$ cat config.mk
export PLATFORM = sky130hd
export DESIGN_NAME = dmac_arm_ctrl
export DESIGN_NICKNAME = d
export VERILOG_FILES = /design/src/rtl/dmac_pkg.sv /design/src/rtl/dmac_stream_if.sv /design/src/rtl/dmac_arm_ctrl.sv /design/src/rtl/dmac_fifo.sv
export VERILOG_INCLUDE_DIRS = /design/src /design/src/rtl
export SDC_FILE = /design/constraint.sdc
export NUM_CORES = 1
export LEC_CHECK = 0
export BUFFER_PORTS_ARGS = -buffer_cell sky130_fd_sc_hd__buf_2
export CORE_UTILIZATION = 31
export CTS_CLUSTER_DIAMETER = 120
export DETAILED_ROUTE_END_ITERATION = 8
export PLACE_DENSITY = 0.62
export SYNTH_ARGS = -nofsm -noshare
export SYNTH_HDL_FRONTEND = slang
export SYNTH_SLANG_ARGS = --single-unit
export TNS_END_PERCENT = 20
$ cat constraint.sdc
create_clock -name REF_CLK -period 6.48 [get_ports REF_CLK]
set_clock_uncertainty 0.15 [all_clocks]
set_input_delay 0.324 -clock REF_CLK [delete_from_list [all_inputs] [get_ports REF_CLK]]
set_output_delay 0.324 -clock REF_CLK [all_outputs]
set_load 0.01 [all_outputs]
$ cat src/rtl/dmac_map.svh
// register addresses, field positions, reset values and codes of the dma control
`ifndef DMAC_MAP_SVH
`define DMAC_MAP_SVH

// special function register addresses
`define DMAC_ARM_ADDR      8'hd6
`define DMAC_REQ_ADDR      8'hd7

// arm register fields
`define DMAC_ABORT_BIT     7
`define DMAC_ARM_SPARE_HI  6
`define DMAC_ARM_SPARE_LO  5
`define DMAC_ARM_RESET     8'h00

// request register reset value
`define DMAC_REQ_RESET     8'h00

// channel count and field widths
`define DMAC_NUM_CH        5
`define DMAC_TSEL_W        5

// trigger select codes
`define DMAC_TSEL_NONE     5'h00
`define DMAC_TSEL_PREV     5'h01

// priority codes
`define DMAC_PRIO_LOW      2'h0
`define DMAC_PRIO_GUAR     2'h1

`endif

$ cat src/rtl/dmac_pkg.sv
// types shared by the dma arm and request control
package dmac_pkg;
   typedef logic [2:0] dmac_chan_t;
   typedef enum logic [1:0] {
      DMAC_TM_SINGLE,
      DMAC_TM_BLOCK,
      DMAC_TM_REP_SINGLE,
      DMAC_TM_REP_BLOCK
   } dmac_transfer_mode_field_t;
   typedef enum {DMAC_IDLE, DMAC_ACTIVE} dmac_state_t;
endpackage

$ cat src/rtl/dmac_stream_if.sv
// valid/ready byte stream between the control and its data fifo
`timescale 1ns/10ps
`default_nettype none
interface dmac_stream_if #(parameter int DW = 8);
   logic [DW-1:0] data;   // payload
   logic          valid;  // payload present
   logic          ready;  // sink can take it
   modport src (output data, output valid, input ready);
   modport snk (input data, input valid, output ready);
endinterface
`default_nettype wire

$ cat src/rtl/dmac_arm_ctrl.sv
// five-channel dma arm, abort, software request and bus arbitration control
`timescale 1ns/10ps
`default_nettype none
`include "dmac_map.svh"

// Summary of operation
// channel irq enable gates done interrupt
// eight-bit transfers may use seven length bits
// priority field decides cpu versus dma access
// abort bit stops selected channels, reads zero
// unarmed channel never transfers
// single and block modes disarm on completion
// request bit write acts as one trigger
// request bit clears when bus granted
// software stops running channel by disarming
// spare bits read zero or store harmlessly
// transfer mode code selects auto disarm
// trigger select zero means software only
// completion flag set on channel done
// writing zero to request bit ignored
module dmac_arm_ctrl #(
   parameter int FIFO_DEPTH = 8,
   parameter int TRIGGER_SELECT_W     = 32
) (
   // clock and reset
   input  wire logic                  REF_CLK,
   input  wire logic                  RST,
   // special function register port
   input  wire logic [7:0]            SFR_ADDR,
   input  wire logic                  SFR_WR,
   input  wire logic                  SFR_RD,
   input  wire logic [7:0]            SFR_WDATA,
   output var  logic [7:0]            SFR_RDATA,
   // per-channel descriptor fields
   input  wire logic [4:0]            CH_IRQ_ENABLE,
   input  wire logic [4:0]            CH_LEN7_MODE,
   input  wire logic [4:0]            CH_WORD_WIDTH_SELECT,
   input  wire logic [9:0]            CH_PRIORITY,
   input  wire logic [9:0]            CH_TRANSFER_MODE,
   input  wire logic [24:0]           CH_TRIGGER_SELECT,
   // hardware trigger events
   input  wire logic [TRIGGER_SELECT_W-1:0]     TRIGGER_IN,
   // memory bus arbitration
   input  wire logic                  CPU_MEM_REQ,
   output var  logic                  MEM_GO,
   output var  dmac_pkg::dmac_chan_t  MEM_CH,
   output var  logic                  BUSY,
   // transfer engine status
   input  wire logic                  XFER_DONE,
   input  wire logic                  FIRST_BYTE,
   output var  logic [7:0]            XFER_LEN,
   output var  logic [4:0]            ABORT_OUT,
   // completion flags and interrupts
   input  wire logic [4:0]            DONE_CLR,
   output var  logic [4:0]            DONE_FLAG,
   output var  logic [4:0]            CH_IRQ,
   // read data stream through the fifo
   input  wire logic [7:0]            MEM_RDATA,
   input  wire logic                  MEM_RVALID,
   output var  logic                  MEM_RREADY,
   output var  logic [7:0]            WR_DATA,
   output var  logic                  WR_VALID,
   input  wire logic                  WR_READY
);
   import dmac_pkg::*;

   localparam int NCH = `DMAC_NUM_CH;

   logic [7:0]  arm_r;         // arm register, bit 7 never stored
   logic [7:0]  arm_nxt;       // next arm register
   logic [4:0]  req_r;         // software request bits
   logic [4:0]  req_nxt;       // next request bits
   logic [4:0]  pend_r;        // latched hardware triggers
   logic [4:0]  pend_nxt;      // next latched triggers
   logic [4:0]  done_r;        // completion flags
   logic [4:0]  irq_r;         // interrupt pulses
   logic [4:0]  abort_r;       // abort pulses
   logic [7:0]  len_r;         // captured transfer length
   logic [7:0]  rdata_r;       // register read data
   logic        lost_r;        // guaranteed channel lost last try
   dmac_chan_t  cur_r;         // channel in service
   dmac_state_t state_r;       // control state
   dmac_state_t state_nxt;     // next control state
   dmac_chan_t  pick;          // lowest pending channel
   logic        any_cand;      // some channel ready to start

   wire         arm_wr;        // write to arm register
   wire         req_wr;        // write to request register
   wire         abort_wr;      // abort write
   wire  [4:0]  abort_vec;     // channels aborted this cycle
   wire  [4:0]  hw_hit;        // selected hardware trigger seen
   wire  [4:0]  cand;          // armed channels with work
   wire  [4:0]  cur_hot;       // one-hot of channel in service
   wire  [4:0]  done_vec;      // channel completing now
   wire  [4:0]  auto_clr;      // arm bits cleared by hardware
   wire  [4:0]  grant_vec;     // channel granted the bus now
   wire  [1:0]  cur_prio;      // priority of channel in service
   wire         active;        // a channel is being served
   wire         stop;          // service ended without completion
   wire         win;           // channel wins against the cpu

   dmac_stream_if #(.DW(8)) fill_if ();   // memory side of the fifo
   dmac_stream_if #(.DW(8)) drain_if ();  // writer side of the fifo

   // register decode
   assign arm_wr    = SFR_WR & (SFR_ADDR == `DMAC_ARM_ADDR);
   assign req_wr    = SFR_WR & (SFR_ADDR == `DMAC_REQ_ADDR);
   assign abort_wr  = arm_wr & SFR_WDATA[`DMAC_ABORT_BIT];
   assign abort_vec = abort_wr ? SFR_WDATA[4:0] : 5'h00;

   // service status
   assign active    = (state_r == DMAC_ACTIVE);
   assign cur_hot   = active ? (5'h01 << cur_r) : 5'h00;
   assign stop      = active & (~arm_r[cur_r] | abort_vec[cur_r]);
   assign done_vec  = (active & XFER_DONE & ~stop) ? cur_hot : 5'h00;
   assign cur_prio  = CH_PRIORITY[2*cur_r +: 2];

   // cpu loses when dma priority high, or guaranteed turn comes round
   assign win = ~CPU_MEM_REQ
              | (cur_prio[1])
              | ((cur_prio == `DMAC_PRIO_GUAR) & lost_r);
   assign MEM_GO    = active & ~stop & win & fill_if.ready;
   assign grant_vec = MEM_GO ? cur_hot : 5'h00;

   // per-channel trigger selection and mode decode
   genvar i;
   generate
      for (i = 0; i < NCH; i++) begin : g_ch
         wire [4:0] tsel = CH_TRIGGER_SELECT[5*i +: 5];
         wire [1:0] tmod = CH_TRANSFER_MODE[2*i +: 2];
         // code zero: software only; code one: previous channel done
         assign hw_hit[i] = (tsel == `DMAC_TSEL_NONE) ? 1'b0
                          : (tsel == `DMAC_TSEL_PREV)
                            ? done_vec[(i + NCH - 1) % NCH]
                            : TRIGGER_IN[tsel];
         // non-repeating modes drop the arm bit at completion
         assign auto_clr[i] = done_vec[i]
                            & ((tmod == DMAC_TM_SINGLE)
                             | (tmod == DMAC_TM_BLOCK));
      end
   endgenerate

   // only armed channels collect hardware triggers or use any trigger; request bits set while unarmed
   assign cand     = arm_r[4:0] & (pend_r | req_r) & ~cur_hot;
   assign pend_nxt = arm_r[4:0] & (pend_r | hw_hit)
                   & ~((state_nxt == DMAC_ACTIVE && !active)
                       ? (5'h01 << pick) : 5'h00);

   // lowest numbered candidate wins the start
   always_comb begin
      pick     = '0;
      any_cand = 1'b0;
      for (int k = NCH - 1; k >= 0; k--) begin
         if (cand[k]) begin
            pick     = dmac_chan_t'(k);
            any_cand = 1'b1;
         end
      end
   end

   // arm register next value: software write beats hardware clear
   always_comb begin
      arm_nxt = arm_r;
      arm_nxt[4:0] = arm_r[4:0] & ~auto_clr;
      if (abort_wr) begin
         arm_nxt[4:0] = arm_r[4:0] & ~auto_clr & ~SFR_WDATA[4:0];
      end else if (arm_wr) begin
         arm_nxt = {1'b0, SFR_WDATA[6:0]};
      end
      arm_nxt[`DMAC_ABORT_BIT] = 1'b0;
   end

   // request bits: ones set, zeros ignored, grant clears, set wins
   assign req_nxt = (req_r & ~grant_vec)
                  | (req_wr ? SFR_WDATA[4:0] : 5'h00);

   // control state next value
   always_comb begin
      state_nxt = state_r;
      unique case (state_r)
         DMAC_IDLE: begin
            if (any_cand) begin
               state_nxt = DMAC_ACTIVE;
            end
         end
         DMAC_ACTIVE: begin
            if (stop || XFER_DONE) begin
               state_nxt = DMAC_IDLE;
            end
         end
      endcase
   end

   // register state
   always_ff @(posedge REF_CLK) begin
      if (RST) begin
         arm_r   <= `DMAC_ARM_RESET;
         req_r   <= 5'h00;
         pend_r  <= 5'h00;
         state_r <= DMAC_IDLE;
         cur_r   <= '0;
      end else begin
         arm_r   <= arm_nxt;
         req_r   <= req_nxt;
         pend_r  <= pend_nxt;
         state_r <= state_nxt;
         if (!active && any_cand) begin
            cur_r <= pick;
         end
      end
   end

   // guaranteed priority: after one loss to the cpu the next try wins
   always_ff @(posedge REF_CLK) begin
      if (RST || !active) begin
         lost_r <= 1'b0;
      end else if (cur_prio == `DMAC_PRIO_GUAR && !stop) begin
         lost_r <= CPU_MEM_REQ & ~MEM_GO;
      end
   end

   // completion flags and channel interrupts, set beats clear
   always_ff @(posedge REF_CLK) begin
      if (RST) begin
         done_r  <= 5'h00;
         irq_r   <= 5'h00;
         abort_r <= 5'h00;
      end else begin
         done_r  <= (done_r & ~DONE_CLR) | done_vec;
         irq_r   <= done_vec & CH_IRQ_ENABLE;
         abort_r <= abort_vec;
      end
   end

   // length byte capture for eight-bit variable length transfers
   always_ff @(posedge REF_CLK) begin
      if (RST) begin
         len_r <= 8'h00;
      end else if (active && FIRST_BYTE && MEM_RVALID) begin
         if (CH_LEN7_MODE[cur_r] && !CH_WORD_WIDTH_SELECT[cur_r]) begin
            len_r <= {1'b0, MEM_RDATA[6:0]};
         end else begin
            len_r <= MEM_RDATA;
         end
      end
   end

   // register read, spare request bits and abort bit read zero
   always_ff @(posedge REF_CLK) begin
      if (RST) begin
         rdata_r <= 8'h00;
      end else if (SFR_RD) begin
         if (SFR_ADDR == `DMAC_ARM_ADDR) begin
            rdata_r <= {1'b0, arm_r[6:0]};
         end else if (SFR_ADDR == `DMAC_REQ_ADDR) begin
            rdata_r <= {3'h0, req_r};
         end else begin
            rdata_r <= 8'h00;
         end
      end
   end

   // read data passes through the fifo; full fifo holds off grants
   assign fill_if.data   = MEM_RDATA;
   assign fill_if.valid  = MEM_RVALID;
   assign drain_if.ready = WR_READY;

   dmac_fifo #(
      .DW    (8),
      .DEPTH (FIFO_DEPTH)
   ) u_fifo (
      .clk   (REF_CLK),
      .rst   (RST),
      .fill  (fill_if),
      .drain (drain_if)
   );

   // outputs
   assign MEM_RREADY = fill_if.ready;
   assign WR_DATA    = drain_if.data;
   assign WR_VALID   = drain_if.valid;
   assign MEM_CH     = cur_r;
   assign BUSY       = active;
   assign XFER_LEN   = len_r;
   assign ABORT_OUT  = abort_r;
   assign DONE_FLAG  = done_r;
   assign CH_IRQ     = irq_r;
   assign SFR_RDATA  = rdata_r;
endmodule
`default_nettype wire

$ cat src/rtl/dmac_fifo.sv
// parameterised synchronous fifo with valid/ready on both sides
`timescale 1ns/10ps
`default_nettype none
module dmac_fifo #(
   parameter int DW    = 8,
   parameter int DEPTH = 8
) (
   // clock and reset
   input wire logic     clk,
   input wire logic     rst,
   // fill side
   dmac_stream_if.snk   fill,
   // drain side
   dmac_stream_if.src   drain
);
   localparam int AW = $clog2(DEPTH);

   logic [DW-1:0] mem_r [DEPTH];   // storage words
   logic [AW-1:0] wp_r;            // write pointer
   logic [AW-1:0] rp_r;            // read pointer
   logic [AW:0]   cnt_r;           // words held
   wire           push;            // word accepted
   wire           pop;             // word handed on

   assign fill.ready  = (cnt_r != (AW+1)'(DEPTH));
   assign drain.valid = (cnt_r != '0);
   assign drain.data  = mem_r[rp_r];
   assign push        = fill.valid & fill.ready;
   assign pop         = drain.valid & drain.ready;

   // storage write, no reset needed on data
   always_ff @(posedge clk) begin
      if (push) begin
         mem_r[wp_r] <= fill.data;
      end
   end

   // pointers and occupancy
   always_ff @(posedge clk) begin
      if (rst) begin
         wp_r  <= '0;
         rp_r  <= '0;
         cnt_r <= '0;
      end else begin
         if (push) begin
            wp_r <= (wp_r == AW'(DEPTH-1)) ? '0 : wp_r + 1'b1;
         end
         if (pop) begin
            rp_r <= (rp_r == AW'(DEPTH-1)) ? '0 : rp_r + 1'b1;
         end
         cnt_r <= cnt_r + (AW+1)'(push) - (AW+1)'(pop);
      end
   end
endmodule
`default_nettype wire

-- Yosys cells after proc, flatten, opt, wreduce, memory -nomap -nowiden
Memory sizes are Yosys's and may differ from the RTL's. A register that Yosys moved wholly into a read port is not among the register bits.
Index checks and enable logic that the tools add are counted.
- flip-flop bits (word level): 94
- bits in writable memories: 64
- input bits: 130
- output and inout port bits: 46
- word-level logic and storage cells: 180
- memories kept: 1
- memory list (name ; words ; bits a word ; rd ports ; clocked after memory_dff ; wr ports ; line ; source):
    u_fifo.mem_r ; 8 ; 8 ; 1 ; 1 ; 1 ; dmac_fifo.sv:18 ; logic [DW-1:0] mem_r [DEPTH];
- $add $sub $neg: 4
- magnitude comparators: 6
- eq/ne operators: 19
- shift-type cells: 3
- muxes and demuxes: 58
- bitwise logic cells: 50
- reductions and logical operators: 24
- operators with widths (cell ; count):
    $eq 32x2->1 const B ; 2
    $mux 32 ; 2
    $pmux 32 s2 ; 1
    $and 5x5->5 ; 9
    $mux 5 ; 9
    $eq 32x1->1 const B ; 1
    $logic_not 32->1 ; 1
    $lt 5x6->1 const B ; 5
    $not 5->5 ; 6
    $mux 3 ; 9
    $mux 1 ; 26
    $bmux 1 s5 ; 5
    $eq 5x1->1 const B ; 5
    $logic_not 5->1 ; 5
    $or 5x5->5 ; 4
    $and 1x1->1 ; 18
    $eq 8x8->1 const B ; 2
    $bmux 1 s3 ; 4
    $eq 2x1->1 const B ; 6
    $logic_not 2->1 ; 5
    $shiftx 10x5->2 ; 1
    $shl 1x3->5 const A ; 2
    $mux 8 ; 1
    $or 1x1->1 ; 8
    13 further kinds ; 27

-- Longest topological paths before layout
- word-level depth: 16
- mapped depth: 12
- depth with buffers taken out: 12

-- By module
From an unflattened synthesis, not the netlist that was laid out.
- cells, all modules: 670
- area, all modules: 8089.0 um2
- modules (own cells, without submodules) (module ; times used ; cells each ; area an instance (um2) ; seq. area each (um2)):
    dmac_arm_ctrl ; 1 ; 501 ; 4901.0 ; 1661.6
    dmac_fifo ; 1 ; 169 ; 3188.1 ; 2182.1

-- Worst setup path before layout
No wires, ideal clock.
- path type: in2reg
- start: input CH_TRIGGER_SELECT[10]
- end: register pend_r[2]
- library setup time: 131 ps
- data arrival time: 2126 ps
- setup slack: 4073 ps
- cell stages on the path: 6
- cells stage by stage: buf_2 > mux4_2 > mux4_2 > or3b_2 > o311ai_0 > a21oi_1
- cells in the longest elaborated chain, start to end: 7
- RTL lines (item ; line ; source):
    from (decl) ; dmac_arm_ctrl.sv:40 ; input wire logic [24:0] CH_TRIGGER_SELECT,
    $bmux 1 s5 ; dmac_arm_ctrl.sv:135 ; : TRIGGER_IN[tsel];
    $mux 1 (implied by the code) ; dmac_arm_ctrl.sv:135 ;
    $mux 1 ; dmac_arm_ctrl.sv:133 ; : (tsel == `DMAC_TSEL_PREV)
    $mux 1 * ; dmac_arm_ctrl.sv:132 ; assign hw_hit[i] = (tsel == `DMAC_TSEL_NONE) ? 1'b0
    $or 5x5->5 * ; dmac_arm_ctrl.sv:145 ; assign pend_nxt = arm_r[4:0] & (pend_r | hw_hit)
    $and 5x5->5 * ; dmac_arm_ctrl.sv:145 ;
    $and 5x5->5 * ; dmac_arm_ctrl.sv:146 ; & ~((state_nxt == DMAC_ACTIVE && !active)
    to (signal assigned) ; dmac_arm_ctrl.sv:205 ; pend_r <= pend_nxt;
    to (decl) ; dmac_arm_ctrl.sv:73 ; logic [4:0] pend_r;
Mark *: on every way between the ends. The rest lies on a longest branch, timed or not. The select of a mux whose other input is x is not followed.
A chain may end at the register's enable or synchronous reset.

-- Final worst setup path
- start: register cur_r[1], in the netlist MEM_CH[1]
- end: output MEM_GO
- cells in the longest elaborated chain, start to end: 9
- RTL lines (item ; line ; source):
    from (decl) ; dmac_arm_ctrl.sv:81 ; dmac_chan_t cur_r;
    from (signal assigned) ; dmac_arm_ctrl.sv:208 ; cur_r <= pick;
    $bmux 1 s3 ; dmac_arm_ctrl.sv:114 ; assign stop = active & (~arm_r[cur_r] | abort_vec[cur_r]);
    $mux 1 (implied by the code) ; dmac_arm_ctrl.sv:114 ;
    $not 1->1 ; dmac_arm_ctrl.sv:114 ;
    $or 1x1->1 ; dmac_arm_ctrl.sv:114 ;
    $and 1x1->1 ; dmac_arm_ctrl.sv:114 ;
    $not 1->1 ; dmac_arm_ctrl.sv:122 ; assign MEM_GO = active & ~stop & win & fill_if.ready;
    $and 1x1->1 ; dmac_arm_ctrl.sv:122 ;
    $and 1x1->1 * (2 in a row) ; dmac_arm_ctrl.sv:122 ;
    to (decl) ; dmac_arm_ctrl.sv:45 ; output var logic MEM_GO,
Marks and branches as above.

==> out/metrics.cfg <==
[run_status]
status = finished clean

[grt]
grt_max_degree = 56
overflow = 0
grt_pass1_vias = 5738
antenna_found_initial = 1
grt.total_usage = 0.1616
grt_pass1_wl_um = 32310

[timing]
min_period_ns = 3.568
post-route-period-util = 0.5506
drv_slew = 0
setup_tns_ns = 0
tightest_slew_ns = 0.9121
max_slew_margin = 0.3897
hold_viol = 0
setup_violations = 0
max_clock_freq_mhz = 280.3
rsz0062_at_grt = false

[logic_synthesis]
yosys_most_used_dff = dfxtp_1
muxShareOfSynthArea = 0.2102
syn_inst = 650
ys_async_sr_fraction = 0
synthSimpleGateAreaFrac = 0.1592
synth-seq-cells = 160
synth_nets = 791
synth-edff-count = 64
synthXorXnorAreaFrac = 0.002231
synth_area_um2 = 7851
synth_compound_area_frac = 0.09004
synth_top_family_by_area = multiplexers
seq_area_frac_synth = 0.4896
synth_fa_ha_area_frac = 0.01849
ys_warn_count = 0
synth.avg_cell_area_um2 = 12.08
yosys.cell_types.count = 59

[worst_setup_path]
cp_data_required_time_ns = 6.01
cp-startpoint = MEM_CH[1]
critPathCaptureType = output pin
r2r-start = MEM_CH[1]
worstPathMaxFanout = 20
setup.worst_path.start_class = register
setup.worst_path.class = register to output pin
crit_arrival_ns = 3.09

[final_layout]
layout.nets = 954
final_cell_mix = 169 x buf_2, 96 x dfxtp_1, 64 x edfxtp_1
diodes = 0
mostFrequentLayoutCell = buf_2
area_growth_syn_to_layout_pct = 22.58
drive_gt1_frac = 0.3475
stdcell_area_um2 = 9624

[floorplanning]
start_util = 0.3191
coreArea_um2 = 24600
fp.dieArea_um2 = 25970
die_x_um = 161.1
fp.dieH_um = 161.1
num_rows = 57
io_pins = 176

[placement]
io_buffer_count = 169
dpl.hpwl_um = 15160
place_area_um2 = 8994
routabilityCongestion = 0.8864

[clock_tree]
clk_pin_slew_ns = 0.06
ctsRootBufferMaster = clkbuf_16
post_cts_buffers = 0
cts_tree = built
max-clock-path-buffers = 2
cts_buffers = 17
cts_num_sinks = 160
clk_latency_ns = 0.43
htree_levels = 4

[worst_hold_path]
hold_class = input port to register
min_from = CH_IRQ_ENABLE[0]

[route]
dr_total_vias = 5962
avgRoutedWirePerCell_um = 17.86
drtAntennaViolNets = 0
drc = 0
first_iter_violations = 371
avgViaCountPerCell = 5.184
drtPass1Iterations = 6
drt_wl_total_um = 20540

[power]
pwr_density_cell_nw_per_um2 = 262.2
max-vdd-ir-drop_v = 0.0001983
power_frac_comb = 0.178
switching_share = 0.2696
p_seq_frac = 0.441
internal-power_uw = 1843
power_frac_clock = 0.380
p_switching_uw = 680.4
leakage_uw = 0.003589

[job]
maxCapViolations = 0

[timing repair]
action                                 CTS  global route
hold buffers                             6             0
gates resized for setup                  0             0
endpoints found under the hold margin    6             0
[sequential cells by signal, summed over array words and instances (netlist names), named ones only]
name / count
u_fifo.mem_r: 64
state_r: 32
XFER_LEN: 8
SFR_RDATA: 7
arm_r: 7
ABORT_OUT: 5
CH_IRQ: 5
DONE_FLAG: 5
pend_r: 5
req_r: 5
u_fifo.cnt_r: 4
MEM_CH: 3
u_fifo.rp_r: 3
u_fifo.wp_r: 3
lost_r: 1
[worst paths after layout]
path                                    end  slack (ns)  depth (start not counted)
worst max-delay path                 MEM_GO        2.91                          5
worst min-delay path              CH_IRQ[0]        0.02                          2
worst max register to register     arm_r[4]        3.48                          5
worst min register to register  XFER_LEN[4]        0.30                          2
[cell usage after synthesis, types with 3 or more instances]
library cell / number / area share
nor4_1: 13 / 0.010
mux4_2: 63 / 0.18
buf_2: 10 / 0.0064
a211oi_1: 13 / 0.012
nor3b_1: 10 / 0.0096
a21oi_1: 36 / 0.023
nand2_1: 42 / 0.020
inv_1: 14 / 0.0067
o31ai_1: 5 / 0.0048
clkbuf_1: 24 / 0.011
nand4b_1: 3 / 0.0033
or3_1: 4 / 0.0032
o31a_1: 3 / 0.0033
nor2_1: 34 / 0.016
ha_1: 10 / 0.016
edfxtp_1: 64 / 0.24
nor2b_1: 12 / 0.0096
o21ai_0: 17 / 0.011
or4_1: 3 / 0.0029
and2_1: 32 / 0.025
buf_1: 3 / 0.0014
a31oi_1: 6 / 0.0048
a22oi_1: 5 / 0.0048
nand3_1: 11 / 0.0070
nor3_1: 18 / 0.011
mux2_2: 9 / 0.013
dfxtp_1: 96 / 0.24
nand2b_1: 15 / 0.012
nor4b_1: 3 / 0.0033
mux2i_1: 13 / 0.017
nand3b_1: 9 / 0.0086
o21a_1: 7 / 0.0067
and3_1: 7 / 0.0056
[cells by family (layout without fill, tap and decap cells)]
family / after synthesis / count (layout)
adder cells (fa/ha/maj): 11 / 11
other: 1 / 1
XOR/XNOR: 2 / 2
AO/OA/AOI/OAI: 111 / 111
AND/OR/NAND/NOR: 226 / 226
flip-flops: 160 / 160
multiplexers: 85 / 85
buffers and inverters: 54 / 230
[through the flow]
step	std cells	total power (µW)	worst slack, ns	utilization	hold slack, ns
2_1_floorplan	650	1430	4.073	-	0.2729
3_3_place_gp	1112	1581	3.353	0.3655	0.2925
3_5_place_dp	1112	1588	3.383	0.3655	0.2935
4_1_cts	1150	2551	2.913	0.3912	0.001372
5_1_grt	1150	2630	2.782	0.3912	0.005096
6_report	1150	2524	2.912	0.3912	0.01619
[power groups by stage]
stage,Sequential (µW),Combinational [µW],Clock (µW)
global placement,1130,446,0
CTS,1110,457,979
detailed placement,1140,451,0
finish,1110,450,960
floorplan,1120,306,0
global route,1120,494,1020
[metal layers]
layer | part of all wire | GRT usage | vias up
met5 | 0.00063 | 0 | -
met4 | 0.015 | 0.05146 | 2
met3 | 0.066 | 0.03364 | 29
met2 | 0.48 | 0.2600 | 230
met1 | 0.44 | 0.2174 | 2873
li1 | - | - | 2828
[area by class of cell]
cell class	count	area, µm²
fillers	2382	14980
flip-flops and latches	160	3844
multi-input cells	436	3779
repair buffers	184	973.4
clock buffers	19	454.2
well taps	324	405.4
clock inverters	13	116.4
inverters	14	52.55
[critical path, cell delays in order (launching register included)]
cell	delay, ns
dfxtp_1	0.91
mux4_2	0.42
a211o_1	0.27
o21a_1	0.35
nor4_2	0.49
buf_2	0.23
(Power assumes the default switching activity.)
